## src/pkg/igs_pkg.sv

```systemverilog
// Shared constants for the indicator / general I/O pin mux with reset straps
package igs_pkg;

  // Wishbone data width and the byte-address bits that the slave decodes
  localparam int unsigned IGS_DW = 32;
  localparam int unsigned IGS_AW = 5;

  // Register byte offsets
  localparam logic [IGS_AW-1:0] IGS_OFF_IND_CFG   = 5'h00; // Indicator config
  localparam logic [IGS_AW-1:0] IGS_OFF_IO_CFG    = 5'h04; // Driver type in general mode
  localparam logic [IGS_AW-1:0] IGS_OFF_DATA_DIR  = 5'h08; // Data, direction, pin levels
  localparam logic [IGS_AW-1:0] IGS_OFF_STRAP     = 5'h0C; // Latched straps, read only
  localparam logic [IGS_AW-1:0] IGS_OFF_PHY_ADDR  = 5'h10; // Management addresses

  // Indicator config fields
  localparam int unsigned IGS_IND4_EN_BIT = 0;
  localparam int unsigned IGS_IND5_EN_BIT = 1;
  localparam int unsigned IGS_FUN_LSB     = 8;

  // General I/O config and data/direction fields
  localparam int unsigned IGS_OD4_BIT   = 0;
  localparam int unsigned IGS_OD5_BIT   = 1;
  localparam int unsigned IGS_DATA4_BIT = 0;
  localparam int unsigned IGS_DATA5_BIT = 1;
  localparam int unsigned IGS_DIR4_BIT  = 8;
  localparam int unsigned IGS_DIR5_BIT  = 9;
  localparam int unsigned IGS_LVL4_BIT  = 16;
  localparam int unsigned IGS_LVL5_BIT  = 17;

  // Strap status fields
  localparam int unsigned IGS_STRAP5_BIT  = 0;
  localparam int unsigned IGS_STRAP4_BIT  = 1;
  localparam int unsigned IGS_LATCHED_BIT = 2;

  // Management address fields
  localparam int unsigned IGS_MA_W     = 5;
  localparam int unsigned IGS_VPHY_LSB = 0;
  localparam int unsigned IGS_P1_LSB   = 8;
  localparam int unsigned IGS_P2_LSB   = 16;

  // Writable bit masks
  localparam logic [IGS_DW-1:0] IGS_IND_CFG_MASK  = 32'h0000_0303;
  localparam logic [IGS_DW-1:0] IGS_IO_CFG_MASK   = 32'h0000_0003;
  localparam logic [IGS_DW-1:0] IGS_DATA_DIR_MASK = 32'h0000_0303;
  localparam logic [IGS_DW-1:0] IGS_PHY_ADDR_MASK = 32'h001F_1F1F;

  // Values after reset
  localparam logic [IGS_DW-1:0] IGS_IND_CFG_RST  = 32'h0000_0000;
  localparam logic [IGS_DW-1:0] IGS_IO_CFG_RST   = 32'h0000_0000;
  localparam logic [IGS_DW-1:0] IGS_DATA_DIR_RST = 32'h0000_0000;
  localparam logic [IGS_DW-1:0] IGS_PHY_ADDR_RST = 32'h0000_0000;

  // Management address defaults with the strap at 0; a strap of 1 adds one
  localparam logic [IGS_MA_W-1:0] IGS_VPHY_BASE = 5'h00;
  localparam logic [IGS_MA_W-1:0] IGS_P1_BASE   = 5'h01;
  localparam logic [IGS_MA_W-1:0] IGS_P2_BASE   = 5'h02;

  // Strap capture sequence
  typedef enum logic [1:0] {IGS_ST_SAMPLE, IGS_ST_LOAD, IGS_ST_HOLD} igs_strap_st_t;

  // Function field values with the high bit set select the open drive
  function automatic logic igs_open_drive(input logic [1:0] fun);
    return fun[1];
  endfunction : igs_open_drive

  // Byte-lane write merge limited to the implemented bits
  function automatic logic [IGS_DW-1:0] igs_merge(input logic [IGS_DW-1:0] old,
                                                  input logic [IGS_DW-1:0] wdat,
                                                  input logic [3:0]        sel,
                                                  input logic [IGS_DW-1:0] mask);
    logic [IGS_DW-1:0] res;
    res = old;
    for (int b = 0; b < 4; b++) begin
      if (sel[b]) begin
        res[b*8 +: 8] = wdat[b*8 +: 8];
      end
    end
    return (res & mask) | (old & ~mask);
  endfunction : igs_merge

endpackage : igs_pkg

```

## src/verilog/igs_strap_latch.sv

```systemverilog
`timescale 1ns/1ps
`default_nettype none
// Catches both strap pins while reset is held and freezes them at release
module igs_strap_latch
  import igs_pkg::*;
(
  // Clock and reset
  input  wire logic clk_i,
  input  wire logic rst_i,
  // Pin levels
  input  wire logic pin_five_i,
  input  wire logic pin_four_i,
  // Latched values
  output logic      strap_five_o,
  output logic      strap_four_o,
  output logic      load_pulse_o,
  output logic      latched_o
);

  igs_strap_st_t st_q, st_d;  // Capture sequence
  logic          pulse_d;     // Next load pulse

  // Pulse once in the first cycle after release, then hold forever
  always_comb begin
    unique case (st_q)
      IGS_ST_SAMPLE: st_d = IGS_ST_LOAD;
      IGS_ST_LOAD:   st_d = IGS_ST_HOLD;
      IGS_ST_HOLD:   st_d = IGS_ST_HOLD;
    endcase
    pulse_d = (st_q == IGS_ST_SAMPLE);
  end

  // Pins are not driven during reset, so the board pull decides their level;
  // the value seen at the last reset edge is the one kept
  always_ff @(posedge clk_i) begin
    if (rst_i) begin
      st_q         <= IGS_ST_SAMPLE;
      strap_five_o <= pin_five_i;
      strap_four_o <= pin_four_i;
      load_pulse_o <= 1'b0;
      latched_o    <= 1'b0;
    end else begin
      st_q         <= st_d;
      load_pulse_o <= pulse_d;
      latched_o    <= 1'b1;
    end
  end

endmodule : igs_strap_latch
`default_nettype wire

```

## src/verilog/igs_pad_ctl.sv

```systemverilog
`timescale 1ns/1ps
`default_nettype none
// Drive logic for one shared pin, registered so the pad sees clean levels
module igs_pad_ctl (
  // Clock and reset
  input  wire logic clk_i,
  input  wire logic rst_i,
  // Indicator side
  input  wire logic ind_en_i,      // Pin works as indicator
  input  wire logic ind_on_i,      // Indicator lit
  input  wire logic ind_open_i,    // Open drive selected
  input  wire logic ind_act_low_i, // Latched strap polarity
  // General I/O side
  input  wire logic io_open_i,     // Open-drain output
  input  wire logic io_out_i,      // Direction is output
  input  wire logic io_data_i,     // Output data
  // Pad
  output logic      pad_o,
  output logic      pad_oe_o
);

  logic pad_d;  // Next pad level
  logic oe_d;   // Next pad enable

  // Select the driver form for the current mode
  always_comb begin
    pad_d = 1'b0;
    oe_d  = 1'b0;
    if (ind_en_i) begin
      if (!ind_open_i) begin
        // Push-pull indicator, lit drives high
        pad_d = ind_on_i;
        oe_d  = 1'b1;
      end else if (ind_act_low_i) begin
        // Strap 1: sinks current to light a lamp tied to supply
        pad_d = 1'b0;
        oe_d  = ind_on_i;
      end else begin
        // Strap 0: sources current into a lamp tied to ground
        pad_d = 1'b1;
        oe_d  = ind_on_i;
      end
    end else if (io_out_i) begin
      // Open drain only ever pulls low; a 1 releases the pin
      pad_d = io_open_i ? 1'b0 : io_data_i;
      oe_d  = io_open_i ? !io_data_i : 1'b1;
    end
  end

  // Pins stay released through reset so straps read the board pulls
  always_ff @(posedge clk_i) begin
    if (rst_i) begin
      pad_o    <= 1'b0;
      pad_oe_o <= 1'b0;
    end else begin
      pad_o    <= pad_d;
      pad_oe_o <= oe_d;
    end
  end

endmodule : igs_pad_ctl
`default_nettype wire

```

## src/verilog/igs_pin_mux.sv

```systemverilog
// Implementation choices: the register offsets and the Wishbone interface to the registers.
`timescale 1ns/1ps
`default_nettype none
// Behaviour
// - Pin five enabled: drive as indicator
// - Pin five disabled: acts as general I/O
// - Pin four enable selects indicator or I/O
// - Function field picks push-pull or open drive
// - Open drive takes polarity from reset strap
// - Strap 0 means indicator active high
// - Strap 1 means indicator active low
// - Strap five sets default management addresses
// - Strap 0: addresses 0, 1, 2
// - Strap 1: addresses 1, 2, 3
// - General mode: push-pull, open-drain or input
// - Strap four gives management mode bit one
// - Straps latch at reset release; software may override the default addresses only
module igs_pin_mux
  import igs_pkg::*;
(
  // Clock and reset
  input  wire logic                 clk_i,
  input  wire logic                 rst_i,
  // Wishbone slave
  input  wire logic                 wb_cyc_i,
  input  wire logic                 wb_stb_i,
  input  wire logic                 wb_we_i,
  input  wire logic [IGS_AW-1:0]    wb_adr_i,
  input  wire logic [3:0]           wb_sel_i,
  input  wire logic [IGS_DW-1:0]    wb_dat_i,
  output logic      [IGS_DW-1:0]    wb_dat_o,
  output logic                      wb_ack_o,
  // Indicator event sources, high means lit
  input  wire logic                 ind_on_five_i,
  input  wire logic                 ind_on_four_i,
  // Shared pin five
  input  wire logic                 indicator_pin_five_i,
  output logic                      indicator_pin_five_o,
  output logic                      indicator_pin_five_oe_o,
  // Shared pin four
  input  wire logic                 indicator_pin_four_i,
  output logic                      indicator_pin_four_o,
  output logic                      indicator_pin_four_oe_o,
  // Strap results for the rest of the switch
  output logic                      mgmt_mode_hi_o,
  output logic      [IGS_MA_W-1:0]  vphy_addr_o,
  output logic      [IGS_MA_W-1:0]  port_one_addr_o,
  output logic      [IGS_MA_W-1:0]  port_two_addr_o
);

  // Registers
  logic [IGS_DW-1:0]   ind_cfg_q,  ind_cfg_d;   // Enables and function field
  logic [IGS_DW-1:0]   io_cfg_q,   io_cfg_d;    // Open-drain selects
  logic [IGS_DW-1:0]   data_dir_q, data_dir_d;  // Output data and direction
  logic [IGS_DW-1:0]   phy_addr_q, phy_addr_d;  // Management addresses

  // Bus response state
  logic                ack_d;     // Next acknowledge
  logic [IGS_DW-1:0]   rdat_d;    // Next read data
  logic                wr_take;   // Write accepted this cycle

  // Strap results
  logic                strap_five;   // Address and polarity strap five
  logic                strap_four;   // Mode bit and polarity strap four
  logic                strap_load;   // One-cycle pulse after release
  logic                strap_done;   // Straps frozen

  // Decoded controls
  logic                open_drive;   // Indicator uses open drive
  logic [IGS_MA_W-1:0] strap_add;    // Address offset from strap five

  // Strap capture; strap four also feeds the management mode select
  igs_strap_latch u_straps (
    .clk_i        (clk_i),
    .rst_i        (rst_i),
    .pin_five_i   (indicator_pin_five_i),
    .pin_four_i   (indicator_pin_four_i),
    .strap_five_o (strap_five),
    .strap_four_o (strap_four),
    .load_pulse_o (strap_load),
    .latched_o    (strap_done)
  );

  // Mode bit one is the pin four strap itself
  assign mgmt_mode_hi_o = strap_four;

  // Driver type applies to both indicator pins alike
  always_comb begin
    open_drive = igs_open_drive(ind_cfg_q[IGS_FUN_LSB +: 2]);
  end

  // Pin five: indicator when enabled, general I/O otherwise
  igs_pad_ctl u_pad_five (
    .clk_i         (clk_i),
    .rst_i         (rst_i),
    .ind_en_i      (ind_cfg_q[IGS_IND5_EN_BIT]),
    .ind_on_i      (ind_on_five_i),
    .ind_open_i    (open_drive),
    .ind_act_low_i (strap_five),
    .io_open_i     (io_cfg_q[IGS_OD5_BIT]),
    .io_out_i      (data_dir_q[IGS_DIR5_BIT]),
    .io_data_i     (data_dir_q[IGS_DATA5_BIT]),
    .pad_o         (indicator_pin_five_o),
    .pad_oe_o      (indicator_pin_five_oe_o)
  );

  // Pin four: same structure, its own enable and strap
  igs_pad_ctl u_pad_four (
    .clk_i         (clk_i),
    .rst_i         (rst_i),
    .ind_en_i      (ind_cfg_q[IGS_IND4_EN_BIT]),
    .ind_on_i      (ind_on_four_i),
    .ind_open_i    (open_drive),
    .ind_act_low_i (strap_four),
    .io_open_i     (io_cfg_q[IGS_OD4_BIT]),
    .io_out_i      (data_dir_q[IGS_DIR4_BIT]),
    .io_data_i     (data_dir_q[IGS_DATA4_BIT]),
    .pad_o         (indicator_pin_four_o),
    .pad_oe_o      (indicator_pin_four_oe_o)
  );

  // Address offset of one when strap five is high
  always_comb begin
    strap_add = {{(IGS_MA_W-1){1'b0}}, strap_five};
  end

  // Bus: answer every request one cycle after it is seen, then drop ack
  // so the master can release; unmapped offsets read zero and ignore writes
  always_comb begin
    ack_d   = wb_cyc_i && wb_stb_i && !wb_ack_o;
    wr_take = ack_d && wb_we_i;
    rdat_d  = '0;
    if (ack_d && !wb_we_i) begin
      unique case (wb_adr_i)
        IGS_OFF_IND_CFG:  begin
          rdat_d = ind_cfg_q;
        end
        IGS_OFF_IO_CFG:   begin
          rdat_d = io_cfg_q;
        end
        IGS_OFF_DATA_DIR: begin
          // Input levels read back whatever the direction, as a Schmitt input
          rdat_d = data_dir_q;
          rdat_d[IGS_LVL4_BIT] = indicator_pin_four_i;
          rdat_d[IGS_LVL5_BIT] = indicator_pin_five_i;
        end
        IGS_OFF_STRAP:    begin
          rdat_d[IGS_STRAP5_BIT]  = strap_five;
          rdat_d[IGS_STRAP4_BIT]  = strap_four;
          rdat_d[IGS_LATCHED_BIT] = strap_done;
        end
        IGS_OFF_PHY_ADDR: begin
          rdat_d = phy_addr_q;
        end
        default:          begin
          rdat_d = '0;
        end
      endcase
    end
  end

  // Bus response registers
  always_ff @(posedge clk_i) begin
    if (rst_i) begin
      wb_ack_o <= 1'b0;
      wb_dat_o <= '0;
    end else begin
      wb_ack_o <= ack_d;
      wb_dat_o <= rdat_d;
    end
  end

  // Register writes take effect at the edge that raises ack
  always_comb begin
    ind_cfg_d  = ind_cfg_q;
    io_cfg_d   = io_cfg_q;
    data_dir_d = data_dir_q;
    phy_addr_d = phy_addr_q;
    // Address defaults come from the strap once it is frozen
    if (strap_load) begin
      phy_addr_d = '0;
      phy_addr_d[IGS_VPHY_LSB +: IGS_MA_W] = IGS_VPHY_BASE + strap_add;
      phy_addr_d[IGS_P1_LSB +: IGS_MA_W]   = IGS_P1_BASE + strap_add;
      phy_addr_d[IGS_P2_LSB +: IGS_MA_W]   = IGS_P2_BASE + strap_add;
    end
    if (wr_take) begin
      unique case (wb_adr_i)
        IGS_OFF_IND_CFG:  begin
          ind_cfg_d = igs_merge(ind_cfg_q, wb_dat_i, wb_sel_i, IGS_IND_CFG_MASK);
        end
        IGS_OFF_IO_CFG:   begin
          io_cfg_d = igs_merge(io_cfg_q, wb_dat_i, wb_sel_i, IGS_IO_CFG_MASK);
        end
        IGS_OFF_DATA_DIR: begin
          data_dir_d = igs_merge(data_dir_q, wb_dat_i, wb_sel_i, IGS_DATA_DIR_MASK);
        end
        IGS_OFF_PHY_ADDR: begin
          // Software override of the strapped defaults
          phy_addr_d = igs_merge(phy_addr_d, wb_dat_i, wb_sel_i, IGS_PHY_ADDR_MASK);
        end
        default:          begin
          // Strap status is read only; other offsets ignore writes
          ind_cfg_d = ind_cfg_q;
        end
      endcase
    end
  end

  // Configuration registers; pins start as general inputs
  always_ff @(posedge clk_i) begin
    if (rst_i) begin
      ind_cfg_q  <= IGS_IND_CFG_RST;
      io_cfg_q   <= IGS_IO_CFG_RST;
      data_dir_q <= IGS_DATA_DIR_RST;
      phy_addr_q <= IGS_PHY_ADDR_RST;
    end else begin
      ind_cfg_q  <= ind_cfg_d;
      io_cfg_q   <= io_cfg_d;
      data_dir_q <= data_dir_d;
      phy_addr_q <= phy_addr_d;
    end
  end

  // Address outputs, registered so they change one cycle after the register
  always_ff @(posedge clk_i) begin
    if (rst_i) begin
      vphy_addr_o     <= '0;
      port_one_addr_o <= '0;
      port_two_addr_o <= '0;
    end else begin
      vphy_addr_o     <= phy_addr_q[IGS_VPHY_LSB +: IGS_MA_W];
      port_one_addr_o <= phy_addr_q[IGS_P1_LSB +: IGS_MA_W];
      port_two_addr_o <= phy_addr_q[IGS_P2_LSB +: IGS_MA_W];
    end
  end

endmodule : igs_pin_mux
`default_nettype wire

```

## config.mk

```make
export PLATFORM = sky130hd
export DESIGN_NAME = igs_pin_mux
export DESIGN_NICKNAME = d
export VERILOG_FILES = /design/src/pkg/igs_pkg.sv /design/src/verilog/igs_strap_latch.sv /design/src/verilog/igs_pad_ctl.sv /design/src/verilog/igs_pin_mux.sv
export SDC_FILE = /design/constraint.sdc
export NUM_CORES = 1
export LEC_CHECK = 0
export BUFFER_PORTS_ARGS = -buffer_cell sky130_fd_sc_hd__buf_4
export CORE_MARGIN = 10
export CORE_UTILIZATION = 54
export CTS_CLUSTER_DIAMETER = 30
export DETAILED_ROUTE_END_ITERATION = 8
export PLACE_DENSITY = 0.88
export RECOVER_POWER = 25
export SLEW_MARGIN = 20
export SYNTH_ARGS = -nofsm -noshare
export SYNTH_HDL_FRONTEND = slang
export SYNTH_SLANG_ARGS = --single-unit
```

## constraint.sdc

```tcl
create_clock -name clk_i -period 2.8 [get_ports clk_i]
set_input_delay 0.42 -clock clk_i [delete_from_list [all_inputs] [get_ports clk_i]]
set_output_delay 0.42 -clock clk_i [all_outputs]
set_load 0.03 [all_outputs]
```

# Word level (Yosys, flattened, before mapping)
# Index checks and enable logic that the tools add are counted.
[classes]
n_mux = 49
n_reduce_logical = 15
n_bitwise = 5
n_eq_ne = 6
n_addsub = 2
[ops]
columns = ["cell", "count"]
rows = [
  ["case mux 29 bit (4 select lines)", 1],
  ["two-way mux 32 bit", 3],
  ["bitwise OR 10 x 32 -> 32 bit", 2],
  ["two-way mux 5 bit", 9],
  ["bitwise OR 2 x 32 -> 32 bit", 1],
  ["bitwise OR 21 x 32 -> 32 bit", 1],
  ["two-way mux 2 bit", 15],
  ["two-way mux 1 bit", 19],
  ["case mux 3 bit (5 select lines)", 1],
  ["equality test 5 x 4 -> 1 bit, second input constant", 2],
  ["AND reduction 2 bit", 3],
  ["equality test 5 x 3 -> 1 bit, second input constant", 1],
  ["equality test 5 bit, second input constant", 1],
  ["zero test 5 bit", 1],
  ["logical AND 1 bit", 4],
  ["zero test 1 bit", 4],
  ["case mux 2 bit (2 select lines)", 1],
  ["OR reduction 2 bit", 2],
  ["adder 2 x 1 -> 3 bit, first input constant", 1],
  ["adder 1 x 1 -> 2 bit, first input constant", 1],
  ["equality test 2 x 1 -> 1 bit, second input constant", 1],
  ["equality test 2 bit, second input constant", 1],
  ["zero test 2 bit", 1],
  ["NOT 1 bit", 1],
]
[word_totals]
in_bits = 50
regBits = 186
output_inout_bits = 53
word_cells = 95

# Logic depth before layout (Yosys ltp)
# Gate-level depths: netlist (run 1).
[depth]
word_depth = 8
depth_mapped = 5
depth_no_buf = 3

# Hierarchy
# Synthesis (run 1) repeated with hierarchy kept, for this count alone.
[unflattened]
hier_cells = 322
area_unflattened_um2 = 3539.6
[by_module_without_submodules]
columns = ["module", "instances", "seq_area_each_um2", "area_each_um2", "cells_per_inst"]
rows = [
  ["igs_pin_mux", 1, 1801.7, 3181.8, 287],
  ["igs_strap_latch", 1, 140.1, 182.7, 13],
  ["igs_pad_ctl", 2, 40.0, 87.6, 11],
]

# Worst setup path after synthesis (run 1)
# No wires, ideal clock.
[synth_path]
path_kind = "input to register"
startpoint = "input wb_adr_i[4]"
endpoint = "register wb_dat_o[10]"
arrival_ns = 1.549
path_stages = 5
setup_ns = 0.057
path_buffers = 2
required_time_ns = 2.743
setup_slack_ns = 1.194
path_cell_list = "buf_4 > or3b_4 > nor4_4 > buf_6 > and2_2"
[synth_via]
elab_chain_cells = 2
word_cells_on_any_way = 5
cone_classes = "eq/ne: 3; mux: 1; reduce/logical: 1"
[synth_rtl]
columns = ["item", "line", "text"]
rows = [
  ["start, declared", "igs_pin_mux.sv:28", "input wire logic [IGS_AW-1:0] wb_adr_i,"],
  ["equality test 5 bit, or another cell as far along", "igs_pin_mux.sv:134", "unique case (wb_adr_i)"],
  ["case mux 29 bit (4 select lines) *", "igs_pin_mux.sv:134", ""],
  ["end signal, assigned", "igs_pin_mux.sv:169", "wb_dat_o <= rdat_d;"],
  ["end, declared", "igs_pin_mux.sv:31", "output logic [IGS_DW-1:0] wb_dat_o,"],
]
# Every way passes the cells marked *; elsewhere a longest branch is shown, timed or not.
# A chain may end at the register's enable or synchronous reset.

# Worst setup path after layout (run 1)
[layout_path]
startpoint = "register u_straps.load_pulse_o"
endpoint = "register phy_addr_q[10]"
[layout_via]
elab_chain_cells = 7
[layout_rtl]
columns = ["item", "line", "text"]
rows = [
  ["start, declared", "igs_strap_latch.sv:16", "output logic load_pulse_o,"],
  ["start signal, assigned", "igs_strap_latch.sv:44", "load_pulse_o <= pulse_d;"],
  ["two-way mux 32 bit *", "igs_pin_mux.sv:180", "if (strap_load) begin"],
  ["two-way mux 5 bit", "igs_pkg.sv:74", "if (sel[b]) begin"],
  ["two-way mux 5 bit", "igs_pin_mux.sv:187", "unique case (wb_adr_i)"],
  ["two-way mux 5 bit", "igs_pin_mux.sv:186", "if (wr_take) begin"],
  ["bitwise OR 21 x 32 -> 32 bit", "igs_pkg.sv:78", "return (res & mask) | (old & ~mask);"],
  ["two-way mux 32 bit", "igs_pin_mux.sv:187", ""],
  ["two-way mux 32 bit *", "igs_pin_mux.sv:186", ""],
  ["end signal, assigned", "igs_pin_mux.sv:220", "phy_addr_q <= phy_addr_d;"],
  ["end, declared", "igs_pin_mux.sv:55", "logic [IGS_DW-1:0] phy_addr_q, phy_addr_d;"],
]
# Every way passes the cells marked *; elsewhere a longest branch is shown, timed or not. The select of a mux whose other input is x is not followed.

==> metrics.md, run 1 <==
| Metric | Value |
|---|---|
| Int Pwr | `1.94 mW` |
| Reg-to-Reg Start | `u_straps.load_pulse_o$_SDFF_PP0_` |
| Final TNS setup | `0 ns` |
| Most common flop cell mapped by yosys | `dfxtp_1` |
| WHS Endpoint | `u_straps.strap_five_o$_DFFE_PP_` |
| DRC viols | `0` |
| Post-synth ARST share | `0%` |
| Max Fclk | `632 MHz` |
| Clock root cell | `clkbuf_8` |
| Post-DP HPWL | `5540 microns` |
| Cts-stage hold buffer count | `0` |
| Power Density | `595 nW/um^2` |
| Share of layout cells above drive strength 1 | `32.3%` |
| Worst-path fanout max | `27` |
| Fin Clk Skew | `0.0103 ns` |
| Post-Synthesis Cells | `324` |
| Area grow syn2layout | `25.1%` |
| CP Launch Type | `register` |
| First-pass GRT wire length | `12200 microns` |
| Placed insts | `476` |
| Sequential Power Share | `57.8%` |
| Crit-path cells | `nor2_1 -> clkbuf_1 -> nand2_1 -> mux2i_1` |
| Max-slew violations | `0` |
| Register area | `2020 sq um` |
| Top Metal Used | `met4` |
| Clock buffer depth | `2` |
| Largest net degree at the start of global routing | `28` |
| Design Power | `2.60 mW` |
| Final setup vio count | `0` |
| Synthesized cell area | `3500 sq um` |
| Reg clk slew, reported paths | `0.10 ns` |
| Crit end category | `register` |
| Leak Pwr | `1.95 nW` |
| Status | `completed` |
| PortBufs | `84` |
| Multi-input logic area | `1380 sq um` |
| Hold WC Path Type | `in -> reg` |
| Worst path max stage delay | `0.69 ns` |
| Fin cells | `492` |
| Hold_sp | `indicator_pin_five_i` |
| Hold Violations, Final | `0` |
| Num CTS Buffers | `9` |
| Effective utilization at floorplan | `55.4%` |
| RePlAce Congestion | `0.893` |
| R2r setup slk | `1.22 ns` |
| Die Ht | `100 microns` |
| Sequential share of the synthesized area | `57.8%` |
| CP Data Required Time | `3.08 ns` |
| GR Overflow Total | `0` |
| All-Layer GR Usage | `14.8%` |
| Vias in the first global route | `2522` |
| Most common cell after layout, fill and taps aside | `dfxtp_1` |
| Core area | `6310 sq um` |
| CTS-repair resized insts | `0` |
| Number of synthesized flops with an enable pin | `2` |
| Max VDD drop | `0.000381 V` |
| Net switching power of the design | `0.660 mW` |
| Worst-skew pair later-pin latency | `0.36 ns` |
| Nets@finish | `461` |
| FF-to-FF End | `phy_addr_q[10]$_SDFF_PP0_` |
| Setup Slack @ Placement | `0.954 ns` |
| Die Wd | `100 microns` |
| Postcts setup bufs | `0` |
| # diodes | `0` |
| Worst setup path class | `reg -> reg` |
| # rows | `29` |
| Routed Wire Length | `7700 microns` |
| CTS tree | `built` |
| Max-cap check violation count | `0` |
| CTS sink cnt | `100` |
| Syn_area_per_cell | `10.8 sq um` |
| Initial antenna violation count | `0` |
| Clock power share | `33.3%` |
| RSZ-0062 raised after global routing | `no` |
| Via count | `2515` |
| Final cycle utilization of the critical path | `56.6%` |
| Setup WS post-layout | `1.22 ns` |
| Iteration-0 DRC Markers | `57` |
| Detailed-routed wire length on met2 | `3560 microns` |
| Yosys warning total | `0` |
| Worst r2r path cells | `4` |
| Antenna Nets Post-Route | `0` |
| Avg WL per Cell | `15.7 microns` |
| Yosys reg bits | `100` |
| Syn nets | `375` |
| Drt first pass iters | `4` |
| Vias per cell | `5.11` |
| Most frequent cells in the layout | `dfxtp_1, buf_4, nand2_1` |
| Relative slew margins | `39.7%` |
| Die area | `10100 sq um` |
| Routed wl met3 | `692 microns` |
| Worst Hold Depth | `1` |
| Final min period | `1.58 ns` |
| H-tree depth | `3` |
| M1 WL | `3340 microns` |
| Fillers | `470` |
| Ports | `103` |
| Combinational fraction of design power | `8.8%` |
| Slew @ Worst Pin | `0.905 ns` |
| Crit-path slowest cell | `clkbuf_1` |
| Synth cell types | `39` |
| WP data arrival | `1.87 ns` |
| Switching share of power | `25.4%` |
==> per-layer routing <==
metal  up-vias  track usage (%)
met5         -                0
met4         0             5.54
met3        16             5.35
met2       112             24.1
met1      1132             17.5
li1       1255                -
==> per-stage QoR <==
stage	cell area, sq um	hold WS (ns)	util (%)
2_1_floorplan	3500	0.421	-
3_3_place_gp	4190	0.433	66.4
3_5_place_dp	4190	0.435	66.4
4_1_cts	4380	0.240	69.4
5_1_grt	4380	0.261	69.3
6_report	4380	0.274	69.3
==> kinds of logic (layout without fill, tap and decap cells) <==
logic type / count (synthesis) / in the layout / share of synthesized area (%)
adders and majority gates: 2 / 2 / 0.644
muxes: 30 / 30 / 8.76
and+or+nand+nor: 155 / 155 / 27.0
DFF: 100 / 100 / 57.8
buffers and inverters: 19 / 110 / 2.65
AOI/OAI and AO/OA: 18 / 18 / 3.11
==> synthesized netlist by cell type (2+ instances only) <==
master	number	area [sq um]
a31oi_1	4	25.0
dfxtp_1	98	1960
clkbuf_1	10	37.5
mux2_2	5	56.3
nor2_1	5	18.8
or2_2	2	12.5
mux2i_1	25	250
nand2_1	43	161
edfxtp_1	2	60.1
nand3_1	12	60.1
a21oi_1	7	35.0
and2_2	18	135
nor2b_1	22	138
nand4_1	4	25.0
and4_1	2	17.5
inv_1	4	15.0
a22oi_1	2	15.0
buf_2	2	10.0
buf_6	2	22.5
nor3_1	3	15.0
nand3b_1	4	30.0
and2_1	25	156
nor4b_1	2	17.5
o21ai_0	3	15.0
and4b_1	2	20.0
nand4bb_1	3	33.8
==> cell type report <==
cell class	instances	share of cell area, %
well taps	77	2.20
clock buffers	10	3.14
flip-flops and latches	100	46.2
inverters	4	0.343
clock inverters	6	1.23
repair buffers	90	15.3
multi-input cells	205	31.6
==> how the worst max path moves through the flow <==
stage	from	end	cells after the start
2_1_floorplan	wb_adr_i[4]	wb_dat_o[10]$_SDFF_PP0_	5
3_3_place_gp	rst_i	wb_dat_o[9]$_SDFF_PP0_	4
3_5_place_dp	rst_i	wb_dat_o[9]$_SDFF_PP0_	4
4_1_cts	wb_ack_o$_SDFF_PP0_	wb_dat_o[9]$_SDFF_PP0_	3
5_1_grt	u_straps.load_pulse_o$_SDFF_PP0_	phy_addr_q[11]$_SDFF_PP0_	4
6_report	u_straps.load_pulse_o$_SDFF_PP0_	phy_addr_q[10]$_SDFF_PP0_	4
==> power groups by stage <==
stage               Clock [mW]  Combinational [mW]  Sequential, mW
floorplan                    0               0.139            1.54
finish                   0.868               0.230            1.50
CTS                      0.886               0.235            1.50
detailed placement           0               0.234            1.54
global route             0.939               0.254            1.51
global placement             0               0.227            1.53
==> worst max-delay path: cells and delay by family, from the launching register on <==
kind	cells	cell delay, ns
buffers and inverters	1	0.69
flip-flops	1	0.40
multiplexers	1	0.15
AND/OR/NAND/NOR	2	0.27
==> state kept, by name, indices dropped and copies added (netlist names), 2 cells and up <==
name	cells
ind_cfg_q	4
phy_addr_q	32
data_dir_q	4
wb_dat_o	32
port_two_addr_o	5
u_straps.st_q	2
port_one_addr_o	5
vphy_addr_o	5
io_cfg_q	2
(Power assumes the default switching activity.)
==> run 2, diff against run 1 <==
- CORE_UTILIZATION: 54 -> 51
- PLACE_DENSITY: 0.88 -> 0.84
- clock period: 2.8 -> 1.5 ns (I/O delays scaled with it)
==> run 2 against run 1 <==
- clock-buffer cell count shrank 1
- sequential share of layout area shrank 0.47 points
- sequential power grew 87%
- utilization shrank 3.5 points
- worst setup slack lost 1.1 ns
- largest cell class unchanged
==> metrics.md, run 2 (synthesis gave the netlist of run 1 again) <==
| Metric | Value |
|---|---|
| Largest net degree at the start of global routing | `32 (+14%)` |
| Worst setup path class | `reg -> reg` |
| Vias per cell | `5.03 (-1.6%)` |
| CP Data Required Time | `1.81 ns (-1.27 ns)` |
| Worst r2r path cells | `5 (+1)` |
| Vias in the first global route | `2472 (-2.0%)` |
| Crit path from | `wb_ack_o$_SDFF_PP0_` |
| Fillers | `523 (+11%)` |
| Die Ht | `103 microns (+2.3%)` |
| Clock root cell | `clkbuf_8` |
| Leak Pwr | `1.95 nW (about the same)` |
| Postcts setup bufs | `0 (unchanged)` |
| Max VDD drop | `0.000607 V (+59%)` |
| Ports | `103 (unchanged)` |
| Setup crit end | `wb_dat_o[24]$_SDFF_PP0_` |
| Max-slew violations | `0 (unchanged)` |
| FF-to-FF End | `wb_dat_o[24]$_SDFF_PP0_` |
| # rows | `30 (+3.4%)` |
| Initial antenna violation count | `0 (unchanged)` |
| Core area | `6720 sq um (+6.4%)` |
| H-tree depth | `3 (unchanged)` |
| Routed Wire Length | `7460 microns (-3.1%)` |
| Final TNS setup | `0 ns (unchanged)` |
| Final setup vio count | `0 (unchanged)` |
| Effective utilization at floorplan | `52.1% (-3.3 points)` |
| Most frequent cells in the layout | `dfxtp_1, buf_4, nand2_1` |
| Combinational fraction of design power | `9.0% (+0.2 points)` |
| Die Wd | `103 microns (+2.3%)` |
| Int Pwr | `3.76 mW (+93%)` |
| GR Overflow Total | `0 (unchanged)` |
| Share of layout cells above drive strength 1 | `31.0% (-1.3 points)` |
| Post-DP HPWL | `5610 microns (+1.2%)` |
| DRC viols | `0 (unchanged)` |
| First-pass GRT wire length | `11800 microns (-2.9%)` |
| Worst-path fanout max | `25 (-7.4%)` |
| RSZ-0062 raised after global routing | `no` |
| Clock power share | `34.7% (+1.4 points)` |
| Placed insts | `487 (+2.3%)` |
| Antenna Nets Post-Route | `0 (unchanged)` |
| Cts-stage hold buffer count | `0 (unchanged)` |
| Crit end category | `register` |
| # diodes | `0 (unchanged)` |
| Sequential Power Share | `56.4% (-1.4 points)` |
| Relative slew margins | `58.5% (+19 points)` |
| Avg WL per Cell | `14.8 microns (-5.2%)` |
| CTS sink cnt | `100 (unchanged)` |
| Reg clk slew, reported paths | `0.10 ns (about the same)` |
| WP data arrival | `1.73 ns (-0.14 ns)` |
| All-Layer GR Usage | `14.4% (-0.47 points)` |
| RePlAce Congestion | `0.865 (-3.1%)` |
| Hold WC Path Type | `in -> reg` |
| Most common cell after layout, fill and taps aside | `dfxtp_1` |
| Status | `completed` |
| Max Fclk | `703 MHz (+11%)` |
| Max-cap check violation count | `0 (unchanged)` |
| Fin cells | `503 (+2.2%)` |
| Net switching power of the design | `1.22 mW (+85%)` |
| CTS tree | `built` |
| Fin Clk Skew | `0.0102 ns (-0.0000193 ns)` |
| Die area | `10600 sq um (+4.7%)` |
| Power Density | `1130 nW/um^2 (+89%)` |
| Hold Violations, Final | `0 (unchanged)` |
| CTS-repair resized insts | `0 (unchanged)` |
| Switching share of power | `24.5% (-0.82 points)` |
| Drt first pass iters | `4 (unchanged)` |
| Clock buffer depth | `2 (unchanged)` |
| Worst-skew pair later-pin latency | `0.36 ns (about the same)` |
| Reg-to-Reg Start | `wb_ack_o$_SDFF_PP0_` |
| Via count | `2529 (+0.56%)` |
| Final cycle utilization of the critical path | `94.8% (+38 points)` |
| Slew @ Worst Pin | `0.623 ns (-0.282 ns)` |
| Num CTS Buffers | `9 (unchanged)` |
| Area grow syn2layout | `26.4%` |
| Iteration-0 DRC Markers | `74 (+30%)` |
| PortBufs | `84 (unchanged)` |
| Biggest regs | `phy_addr_q: 32 flops, wb_dat_o: 32 flops` |
| R2r setup slk | `0.08 ns (-1.14 ns)` |
| Final min period | `1.42 ns (-0.162 ns)` |
| Nets@finish | `469 (+1.7%)` |
| CP Launch Type | `register` |
## run 2: cell types whose count changed in the layout (fill, tap and decap cells not counted), sizes merged
cell | before | now
clkbuf | 13 | 24
bufinv | 0 | 1
clkinv | 2 | 1
buf | 87 | 83
clkinvlp | 1 | 2
## run 2: worst min path at each step
stage                               from                               end  cells after the start
floorplan                          rst_i  u_straps.load_pulse_o$_SDFF_PP0_                      1
global placement    indicator_pin_five_i   u_straps.strap_five_o$_DFFE_PP_                      1
detailed placement  indicator_pin_five_i   u_straps.strap_five_o$_DFFE_PP_                      1
CTS                 indicator_pin_five_i   u_straps.strap_five_o$_DFFE_PP_                      1
global route        indicator_pin_five_i   u_straps.strap_five_o$_DFFE_PP_                      1
finish              indicator_pin_five_i   u_straps.strap_five_o$_DFFE_PP_                      1
## run 2: per-stage QoR
| step | util (%) | worst slack (ns) | instance area, sq um | hold slack, ns | total power [mW] |
|---|---|---|---|---|---|
| 3_3_place_gp | 63.7 | 0.0282 | 4280 | 0.416 | 3.32 |
| 4_1_cts | 66.8 | 0.0680 | 4490 | 0.0387 | 5.05 |
| 6_report | 65.8 | 0.0782 | 4420 | 0.0900 | 4.98 |
| 2_1_floorplan | - | 0.0395 | 3500 | 0.297 | 3.13 |
| 3_5_place_dp | 63.7 | 0.0249 | 4280 | 0.425 | 3.33 |
| 5_1_grt | 65.8 | 0.00444 | 4420 | 0.0901 | 5.19 |
## run 2: layout make-up
type,count,area [sq um],area share [%]
inverter,4,15.0,0.340
multi-input combinational,205,1380,31.3
clock inverter,7,82.6,1.87
sequential,100,2020,45.7
clock buffer,9,124,2.80
tap,80,100,2.26
timing repair buffer,98,694,15.7
## run 2: per-layer routing
metal	share of wire (%)	vias to the layer above	track usage (%)
met4	1.9	0	6.95
met3	8.6	15	5.50
met1	43	1138	16.3
met5	0	-	0
li1	-	1274	-
met2	47	102	23.3
## run 2: power by group through the flow
stage / Combinational [mW] / Clock, mW / Sequential [mW]
2_1_floorplan: 0.260 / 0 / 2.87
3_3_place_gp: 0.451 / 0 / 2.87
3_5_place_dp: 0.464 / 0 / 2.87
4_1_cts: 0.467 / 1.78 / 2.81
5_1_grt: 0.502 / 1.88 / 2.82
6_report: 0.447 / 1.73 / 2.81
## run 2: critical path, cell delays in order, from the launching register on
cell and delay, ns:
dfxtp_1 0.34, nand4bb_1 0.28, buf_4 0.21, nor4_4 0.21
buf_12 0.19, and2_2 0.15
